File: src/ucr_pkg.sv
// ucr_pkg: constants and carriers of the character responder
// assumes one 100 MHz clock and a synchronous active-high reset
// ======================================================================
// Summary of operation
// - every character carries exactly eight data bits.
// - data bits go onto and come off the line least significant bit first.
// - an even parity bit follows the data and the receiver checks it.
// - both lines run at 9600 bit/s derived from the system clock.
// - the received line is taken at normal polarity, not inverted.
// - a clean 0x54 is answered with 0x4F 0x4B 0x0D 0x0A.
// - a clean 0x74 is answered with 0x6F 0x6B 0x0D 0x0A.
// - any other clean byte is answered with 0x55 0x43 0x0D 0x0A.
// - a parity failure is answered with 0x50 0x45 0x0D 0x0A.
// - a bad stop bit is answered with 0x46 0x45 0x0D 0x0A.
// - a character arriving before the last was taken is answered with 0x4F 0x45 0x0D 0x0A.
// - separate receive-done, transmit-done and receive-error events are raised.
// - receive events are served ahead of the transmit-done event.
// - the block waits for a receive event and returns to waiting after the reply.
// - one channel transmits on the output line and one receives on the input line.
package ucr_pkg;
   // ===================================================================
   // timing
   localparam int unsigned CLK_HZ = 100_000_000;
   localparam int unsigned BAUD_BPS = 9600;
   localparam int unsigned BIT_CYCLES = CLK_HZ / BAUD_BPS;
   localparam int unsigned DATA_BITS = 8;
   localparam logic [3:0] FRAME_LAST = 4'hA; // start, 8 data, parity, stop -> index 10
   // ===================================================================
   // received and answer codes
   localparam logic [7:0] CH_UP_T = 8'h54;
   localparam logic [7:0] CH_LO_T = 8'h74;
   localparam logic [7:0] CH_CR = 8'h0D;
   localparam logic [7:0] CH_LF = 8'h0A;
   localparam logic [7:0] CH_UP_O = 8'h4F;
   localparam logic [7:0] CH_UP_K = 8'h4B;
   localparam logic [7:0] CH_LO_O = 8'h6F;
   localparam logic [7:0] CH_LO_K = 8'h6B;
   localparam logic [7:0] CH_UP_U = 8'h55;
   localparam logic [7:0] CH_UP_C = 8'h43;
   localparam logic [7:0] CH_UP_P = 8'h50;
   localparam logic [7:0] CH_UP_E = 8'h45;
   localparam logic [7:0] CH_UP_F = 8'h46;

   typedef enum logic [1:0] {
      UCR_WAIT = 2'b00,
      UCR_SEND = 2'b01,
      UCR_GAP = 2'b10
   } ucr_mode_t;

   // events visible at the ports
   typedef struct packed {
      logic rx_done;
      logic tx_done;
      logic rx_error;
   } ucr_evt_t;

   // error classes of a finished reception
   typedef struct packed {
      logic parity;
      logic framing;
      logic overrun;
   } ucr_err_t;
endpackage : ucr_pkg

File: src/ucr_responder.sv
// ucr_responder: receives one character and answers with a four-byte reply
// assumes serial_in_line synchronous to clk_i; lines idle high
`timescale 1ns/1ps
module ucr_responder #(
   parameter int unsigned BIT_CYC = ucr_pkg::BIT_CYCLES // cycles per bit
) (
   input wire logic clk_i, // 100 MHz clock
   input wire logic rst_i, // synchronous reset, active high
   input wire logic serial_in_line_i, // receive line
   output logic serial_out_line_o, // transmit line
   output ucr_pkg::ucr_evt_t events_o, // one-cycle event pulses
   output ucr_pkg::ucr_err_t last_err_o, // error class of the last received character, cleared by a clean one
   output logic busy_o // high while a reply is pending
);
   import ucr_pkg::*;

   // ===================================================================
   // state
   typedef struct packed {
      logic [15:0] rx_cnt;
      logic [3:0] rx_idx;
      logic rx_act;
      logic [7:0] rx_sh;
      logic rx_par;
      logic [15:0] tx_cnt;
      logic [3:0] tx_idx;
      logic tx_act;
      logic [10:0] tx_sh;
      logic [1:0] byte_no;
      logic [7:0] m0;
      logic [7:0] m1;
      logic [7:0] cur0; // first byte of the reply now on the line
      logic [7:0] cur1; // second byte of the reply now on the line
      ucr_mode_t mode;
      logic pend;
      logic line;
      ucr_evt_t evt;
      ucr_err_t err;
      logic busy;
   } ucr_state_t;

   ucr_state_t st;
   ucr_state_t next_st;

   localparam logic [15:0] BIT_C = 16'(BIT_CYC - 1);
   localparam logic [15:0] HALF_C = 16'(BIT_CYC / 2 - 1);

   // frame a byte: stop, parity, data lsb first, start in bit 0
   function automatic logic [10:0] frame(input logic [7:0] d);
      frame = {1'b1, ^d, d, 1'b0};
   endfunction : frame

   // ===================================================================
   // next state
   always_comb begin
      logic [7:0] b;
      logic rx_end;
      logic tx_end;
      b = 8'h00;
      rx_end = 1'b0;
      tx_end = 1'b0;
      next_st = st;
      next_st.evt = '0;
      // receive channel, line used at normal polarity
      if (!st.rx_act) begin
         if (!serial_in_line_i) begin
            next_st.rx_act = 1'b1;
            next_st.rx_cnt = HALF_C;
            next_st.rx_idx = 4'h0;
         end
      end else if (st.rx_cnt != 16'h0000) begin
         next_st.rx_cnt = st.rx_cnt - 16'h0001;
      end else begin
         next_st.rx_cnt = BIT_C;
         next_st.rx_idx = st.rx_idx + 4'h1;
         // mid-bit samples: start, eight data bits, parity, then stop
         if (st.rx_idx == 4'h0) begin
            if (serial_in_line_i) begin
               next_st.rx_act = 1'b0; // glitch, not a start bit
            end
         end else if (st.rx_idx <= 4'(DATA_BITS)) begin
            next_st.rx_sh = {serial_in_line_i, st.rx_sh[7:1]};
         end else if (st.rx_idx == 4'(DATA_BITS + 1)) begin
            next_st.rx_par = serial_in_line_i;
         end else begin
            rx_end = 1'b1;
            next_st.rx_act = 1'b0;
         end
      end
      // receive completion served ahead of the transmitter
      if (rx_end) begin
         next_st.err.parity = (^st.rx_sh) != st.rx_par;
         next_st.err.framing = !serial_in_line_i;
         next_st.err.overrun = st.pend;
         // reply choice: overrun, then framing, then parity, then the data itself
         if (st.pend) begin
            next_st.m0 = CH_UP_O;
            next_st.m1 = CH_UP_E;
         end else if (!serial_in_line_i) begin
            next_st.m0 = CH_UP_F;
            next_st.m1 = CH_UP_E;
         end else if ((^st.rx_sh) != st.rx_par) begin
            next_st.m0 = CH_UP_P;
            next_st.m1 = CH_UP_E;
         end else if (st.rx_sh == CH_UP_T) begin
            next_st.m0 = CH_UP_O;
            next_st.m1 = CH_UP_K;
         end else if (st.rx_sh == CH_LO_T) begin
            next_st.m0 = CH_LO_O;
            next_st.m1 = CH_LO_K;
         end else begin
            next_st.m0 = CH_UP_U;
            next_st.m1 = CH_UP_C;
         end
         // one event per character, error or done, never both
         if (st.pend || !serial_in_line_i || ((^st.rx_sh) != st.rx_par)) begin
            next_st.evt.rx_error = 1'b1;
         end else begin
            next_st.evt.rx_done = 1'b1;
         end
         // a reply is now owed; another character before it starts is an overrun
         next_st.pend = 1'b1;
      end
      // transmit channel
      if (st.tx_act) begin
         if (st.tx_cnt != 16'h0000) begin
            next_st.tx_cnt = st.tx_cnt - 16'h0001;
         end else begin
            next_st.tx_cnt = BIT_C;
            next_st.line = st.tx_sh[0];
            next_st.tx_sh = {1'b1, st.tx_sh[10:1]};
            next_st.tx_idx = st.tx_idx + 4'h1;
            if (st.tx_idx == FRAME_LAST + 4'h1) begin
               next_st.tx_act = 1'b0;
               next_st.line = 1'b1;
               tx_end = 1'b1;
            end
         end
      end
      if (tx_end) begin
         next_st.evt.tx_done = 1'b1;
      end
      // reply sequencer
      unique case (st.mode)
         UCR_WAIT: begin
            if (st.pend && !rx_end) begin
               next_st.pend = 1'b0;
               next_st.busy = 1'b1;
               // copy the owed bytes, so a character queued during this reply cannot alter it
               next_st.cur0 = st.m0;
               next_st.cur1 = st.m1;
               next_st.byte_no = 2'b00;
               next_st.mode = UCR_SEND;
            end
         end
         UCR_SEND: begin
            unique case (st.byte_no)
               2'b00: b = st.cur0;
               2'b01: b = st.cur1;
               2'b10: b = CH_CR;
               2'b11: b = CH_LF;
            endcase
            next_st.tx_sh = frame(b);
            next_st.tx_idx = 4'h0;
            next_st.tx_cnt = 16'h0000;
            next_st.tx_act = 1'b1;
            next_st.mode = UCR_GAP;
         end
         UCR_GAP: begin
            if (tx_end) begin
               if (st.byte_no == 2'b11) begin
                  // stay busy when another reply is already owed
                  next_st.busy = rx_end || st.pend;
                  next_st.mode = UCR_WAIT;
               end else begin
                  next_st.byte_no = st.byte_no + 2'b01;
                  next_st.mode = UCR_SEND;
               end
            end
         end
         default: next_st.mode = UCR_WAIT;
      endcase
   end

   // ===================================================================
   // register the state
   always_ff @(posedge clk_i) begin
      if (rst_i) begin
         st <= '0;
         st.line <= 1'b1;
         st.mode <= UCR_WAIT;
      end else begin
         st <= next_st;
      end
   end

   // outputs straight from flip-flops
   assign serial_out_line_o = st.line;
   assign events_o = st.evt;
   assign last_err_o = st.err;
   assign busy_o = st.busy;
endmodule : ucr_responder

File: config.mk
export PLATFORM = sky130hd
export DESIGN_NAME = ucr_responder
export DESIGN_NICKNAME = d
export VERILOG_FILES = /design/src/ucr_pkg.sv /design/src/ucr_responder.sv
export SDC_FILE = /design/constraint.sdc
export NUM_CORES = 1
export LEC_CHECK = 0
export ABC_CLOCK_PERIOD_IN_PS = 3420
export BUFFER_PORTS_ARGS = -buffer_cell sky130_fd_sc_hd__buf_4
export CORE_UTILIZATION = 35
export CTS_CLUSTER_SIZE = 16
export DETAILED_ROUTE_END_ITERATION = 10
export PLACE_DENSITY = 0.51
export SLEW_MARGIN = 5
export SYNTH_ARGS = -nofsm -noshare
export SYNTH_HDL_FRONTEND = slang
export SYNTH_SLANG_ARGS = --single-unit
File: constraint.sdc
create_clock -name clk_i -period 3.42 [get_ports clk_i]
set_clock_uncertainty 0.05 [all_clocks]
set_input_delay 0.513 -clock clk_i [delete_from_list [all_inputs] [get_ports clk_i]]
set_output_delay 0.513 -clock clk_i [all_outputs]
set_load 0.02 [all_outputs]
== Yosys cells after proc, flatten, opt, wreduce, memory -nomap -nowiden ==
Index checks and enable logic that the tools add are counted.

* Word-level logic and storage cells: 129
* Memories: 0
* RAM bits: 0
* ROM bits: 0
* Register bits: 105
* Input port bits: 3
* Output and inout port bits: 8
* Bits in latches: 0

* Add/subtract/negate cells: 5
* Equal/unequal tests: 17
* Magnitude comparators: 1
* Divide/modulo/power cells: 0
* Reductions and logical operators: 26
* Multiplexer cells: 50
* Multipliers: 0
* Shift operators: 0
* Bitwise gates (word level): 5

{| class="wikitable"
|+ Operator list
! cell !! count
|-
| 14-bit two-way mux || 6
|-
| 21-bit two-way mux || 2
|-
| 12-bit two-way mux || 3
|-
| 16-bit two-way mux || 2
|-
| 8-bit one-hot mux with 4 select lines || 1
|-
| 16-bit nonzero test || 2
|-
| 16-bit by 1-bit subtractor with 16-bit output (second input constant) || 2
|-
| 1-bit two-way mux || 25
|-
| 8-bit by 7-bit == test with 1-bit output (second input constant) || 2
|-
| 8-bit two-way mux || 2
|-
| 8-bit XOR reduction || 2
|-
| 4-bit AND reduction || 3
|-
| 2-bit inequality test (second input constant) || 5
|-
| 2-bit AND reduction || 5
|-
| 9-bit two-way mux || 1
|-
| 4-bit by 1-bit adder with 4-bit output (second input constant) || 2
|-
| 4-bit == test (second input constant) || 2
|-
| 2-bit two-way mux || 4
|-
| 2-bit == test (second input constant) || 3
|-
| 2-bit one-hot mux with 3 select lines || 1
|-
| 1-bit inverter || 5
|-
| 5-bit AND reduction || 1
|-
| 2-bit by 1-bit == test with 1-bit output (second input constant) || 2
|-
| 4-bit <= comparator (second input constant) || 1
|-
| 13 further kinds || 20
|}

== Longest topological paths before layout ==
* Word-level depth: 10
* Gate-level depth with buffers: 9
* Gate-level depth less buffers: 7

== Worst setup path before layout ==
No wires, ideal clock.

* Kind: reg2reg
* Start point: register st[91] (netlist bit)
* End point: register st[85] (netlist bit)
* Stages on the path, launching flop included: 9
* Setup slack: 1297 ps
* Clock period less this slack: 2123 ps
* Data required time: 3242 ps
* Setup time: 128 ps
* Arrival: 1945 ps
* Buffers on the path: 1
* Cell sequence: dfxtp_1 > inv_1 > ha_1 > nor4b_1 > and4_1 > clkbuf_1 > nand3_1 > mux2i_1 > nor2_1

* Cells in the longest elaborated chain, start to end: 3

{| class="wikitable"
|+ RTL lines
! element !! RTL line !! source
|-
| from (decl) || ucr_responder.sv:42 || <nowiki>ucr_state_t st;</nowiki>
|-
| from (signal assigned) || ucr_responder.sv:193 || <nowiki>st <= next_st;</nowiki>
|-
| 16-bit nonzero test || ucr_responder.sv:71 || <nowiki>end else if (st.rx_cnt != 16'h0000) begin</nowiki>
|-
| 1-bit inverter (no source line) || - ||
|-
| 4-bit AND reduction (no source line) || - ||
|}

Every way passes these cells.
A chain may end at the register's enable or synchronous reset.

== Worst setup path after layout ==
* Start point: register st[91] (netlist bit)
* End point: register st[30] (netlist bit)

* Cells in the longest elaborated chain, start to end: 3

{| class="wikitable"
|+ RTL lines
! element !! RTL line !! source
|-
| 16-bit nonzero test || ucr_responder.sv:71 ||
|-
| 1-bit two-way mux || ucr_responder.sv:71 ||
|-
| 1-bit two-way mux || ucr_responder.sv:65 || <nowiki>if (!st.rx_act) begin</nowiki>
|}

Every way passes these cells.

==> key figures <==
Status
  • Status: complete, no violations

Timing
  • Final setup fails: 0
  • Period utilization: 72.3%
  • Slew Viols, Final: 0
  • Relative slew slack: 49.0%
  • Hold Fails Final Rpt: 0
  • Fmax: 405 MHz
  • Worst-Margin Slew: 0.765 ns
  • Tmin final: 2.47 ns
  • Post-route setup TNS: 0 ns
  • Unrepaired setup endpoints after global routing: false

Logic synthesis
  • Ys Warns: 0
  • Avg Inst Size Synth: 8.64 sq um
  • Top cells by area, synth: dfxtp_1, nor2_1, ha_1
  • EDFF count, synth: 0
  • Mapped Cells: 525
  • Syn Std Cell Area: 0.00454 sq mm
  • Syn nets: 545
  • Largest area contributor in the netlist: dfxtp_1
  • #FFs+latches synth: 95
  • Predominant post-synthesis flop cell: dfxtp_1
  • Seq/Total Area, Yosys: 41.9%
  • Async set-or-reset flop fraction in the synthesized netlist: 0%
  • Synth top area share: 41.9%
  • Post-synth cell types: 56

Placed design
  • Final HPWL DP: 6430 microns
  • I/O Buffers: 10
  • Routability-driven placement congestion ratio: 0.764

Floorplan
  • Die H: 116 microns
  • Core ar.: 0.0126 sq mm
  • Die footprint: 0.0134 sq mm
  • Io pins: 11
  • Starting Density: 36.0%
  • Row Count: 41
  • Die width: 116 microns

GRT
  • Gr usage total: 15.5%
  • Via count of the first global-routing pass: 3365
  • Initial antenna violation count: 0
  • Total grt overflow: 0
  • Largest net degree at the start of global routing: 72
  • Global-route wire length before repair: 16200 microns

Pwr
  • Switching Fraction: 24.0%
  • Leak: 1.95 nW
  • Gate power share: 6.9%
  • Net Switching: 0.000536 W
  • Power per Cell Area: 446 mW/mm^2
  • Clk network pwr share: 42.0%
  • Pint: 0.00170 W
  • Flop pwr share: 51.0%
  • Max VDD drop: 312 uV

Clock tree
  • Reg clk slew, reported paths: 0.06 ns
  • CTS tree: built
  • # clock sinks: 95
  • CTS Hold Bufs: 0
  • Clock root cell: clkbuf_16
  • CTS max path bufs: 2
  • Post-CTS Setup Bufs: 0
  • H-tree depth: 3
  • Post-cts repair resize count: 0
  • CTS Buf Count: 9
  • Skew-Pair Late Insertion Delay: 0.35 ns

Min path
  • Hold Path Sink: st[45]$_SDFFE_PP0P_
  • Hold/Removal Path Class: register to register
  • Worst hold path startpoint: st[46]$_SDFFE_PP0P_
  • Hold depth: 2

Route
  • Avg WL per Cell: 13.6 microns
  • Post-DRT Antenna Nets: 0
  • Final WL: 9490 microns
  • Residual DRC: 0
  • Vias per cell: 5.07
  • 1st-iter DRT viols: 191
  • Via count: 3544
  • Drt pass-1 iters: 4

Cells and area
  • Most common cell after layout, fill and taps aside: dfxtp_1
  • Final core occ: 39.8%
  • Antenna diodes: 0
  • Final Net Count: 542
  • Area grow syn2layout: 10.6%
  • Share of cells above drive strength 1: 8.54%
  • Most frequent cells in the layout: dfxtp_1, nor2_1, nand2_1

Worst setup path
  • Reg2Reg Setup Slack: 0.95 ns
  • CP Launch Type: register
  • CP required: 3.66 ns
  • Critical path class: register to register
  • Critical R2R Launch: st[91]$_SDFFE_PP0P_
  • CP arrival: 2.71 ns
  • Worst R2R End: st[30]$_SDFFE_PP0P_
  • Crit-path max FO: 10
  • Worst Reg2Reg Path Length in Cells: 7
  • Crit end category: register

Job
  • Max-cap viol count: 0
cell type report:
| type | instances | area (sq um) |
|---|---|---|
| multi-input cells | 378 | 2410 |
| inverters | 19 | 71.3 |
| flip-flops and latches | 95 | 1900 |
| well taps | 172 | 215 |
| clock buffers | 12 | 256 |
| clock inverters | 4 | 20.0 |
| repair buffers | 19 | 143 |
| fillers | 1310 | 7600 |
worst max path at each step:
stage                              startpoint                   to  slack, ns  depth (start not counted)
after floorplan           st[91]$_SDFFE_PP0P_  st[85]$_SDFFE_PP0P_       1.30                          8
after global placement    st[91]$_SDFFE_PP0P_  st[40]$_SDFFE_PP0P_       1.06                          7
after detailed placement  st[91]$_SDFFE_PP0P_  st[40]$_SDFFE_PP0P_       0.96                          7
after CTS                 st[91]$_SDFFE_PP0P_  st[40]$_SDFFE_PP0P_       0.94                          7
after global routing      st[92]$_SDFFE_PP0P_  st[30]$_SDFFE_PP0P_       0.67                          7
final                     st[91]$_SDFFE_PP0P_  st[30]$_SDFFE_PP0P_       0.95                          7
power groups by stage:
stage	registers [W]	logic [W]	clock network [W]
finish	0.00114	0.000155	0.000941
global route	0.00114	0.000176	0.00102
CTS	0.00114	0.000155	0.000971
detailed placement	0.00117	0.000155	0
global placement	0.00117	0.000153	0
floorplan	0.00116	0.000119	0
state kept, by name, summed over array words and instances, names as in the netlist:
signal             cells
busy_o                 1
events_o               3
last_err_o             3
serial_out_line_o      1
st                    87
cell families after synthesis:
family	Yosys count	share of synthesized area [%]
buffers and inverters	52	4.94
and+or+nand+nor	208	23.4
muxes	19	4.19
AOI/OAI and AO/OA	110	15.6
adders and majority gates	17	4.69
DFF	95	41.9
xor gates and xnor gates	24	5.24
worst max-delay path, stage by stage (launching register included):
cell and delay, ns:
dfxtp_1 0.35, inv_1 0.10, ha_1 0.14, nor4b_1 0.51, nand4_2 0.29, or2_0 0.51, nor4_1 0.36, a21o_1 0.11
Yosys cell counts, types with 2 or more instances:
library cell  instances
o21a_1                2
o211ai_1              4
nand4_1               3
nand2_1              53
clkbuf_1             21
nand2b_1              6
a311oi_1             14
buf_2                 5
o21bai_1              2
mux2i_1              19
a21o_1                3
xnor2_1              16
nor3_1               16
inv_1                18
a31oi_1               6
or4_1                 5
xor2_1                6
nor3b_1               4
nand3_1               9
a211oi_1             12
o21ai_0              20
nor4_2                2
nor4_1                9
nor4b_1               3
or3_1                 4
nor2_1               67
xnor3_1               2
or2_2                 2
a21oi_1              36
a22oi_1               3
buf_4                 6
dfxtp_1              95
nor2b_1              10
ha_1                 17
nand3b_1              4
metrics by stage:
step | instance area (sq um) | hold WS (ns) | total power, W | setup WS (ns) | cells
6_report | 5020 | 0.400 | 0.00224 | 0.948 | 699
5_1_grt | 5020 | 0.398 | 0.00234 | 0.666 | 699
4_1_cts | 5020 | 0.397 | 0.00227 | 0.937 | 699
3_5_place_dp | 4740 | 0.393 | 0.00132 | 0.964 | 683
3_3_place_gp | 4740 | 0.395 | 0.00132 | 1.06 | 683
2_1_floorplan | 4540 | 0.376 | 0.00128 | 1.30 | 525
routing by layer:
metal	track usage (%)	up-vias	part of all wire, %
li1	-	1847	-
met1	19.5	1654	50
met2	25.0	36	46
met3	4.92	7	3.2
met4	5.04	0	0.83
met5	0	-	0
No activity file was read; power rests on OpenSTA's default activity.
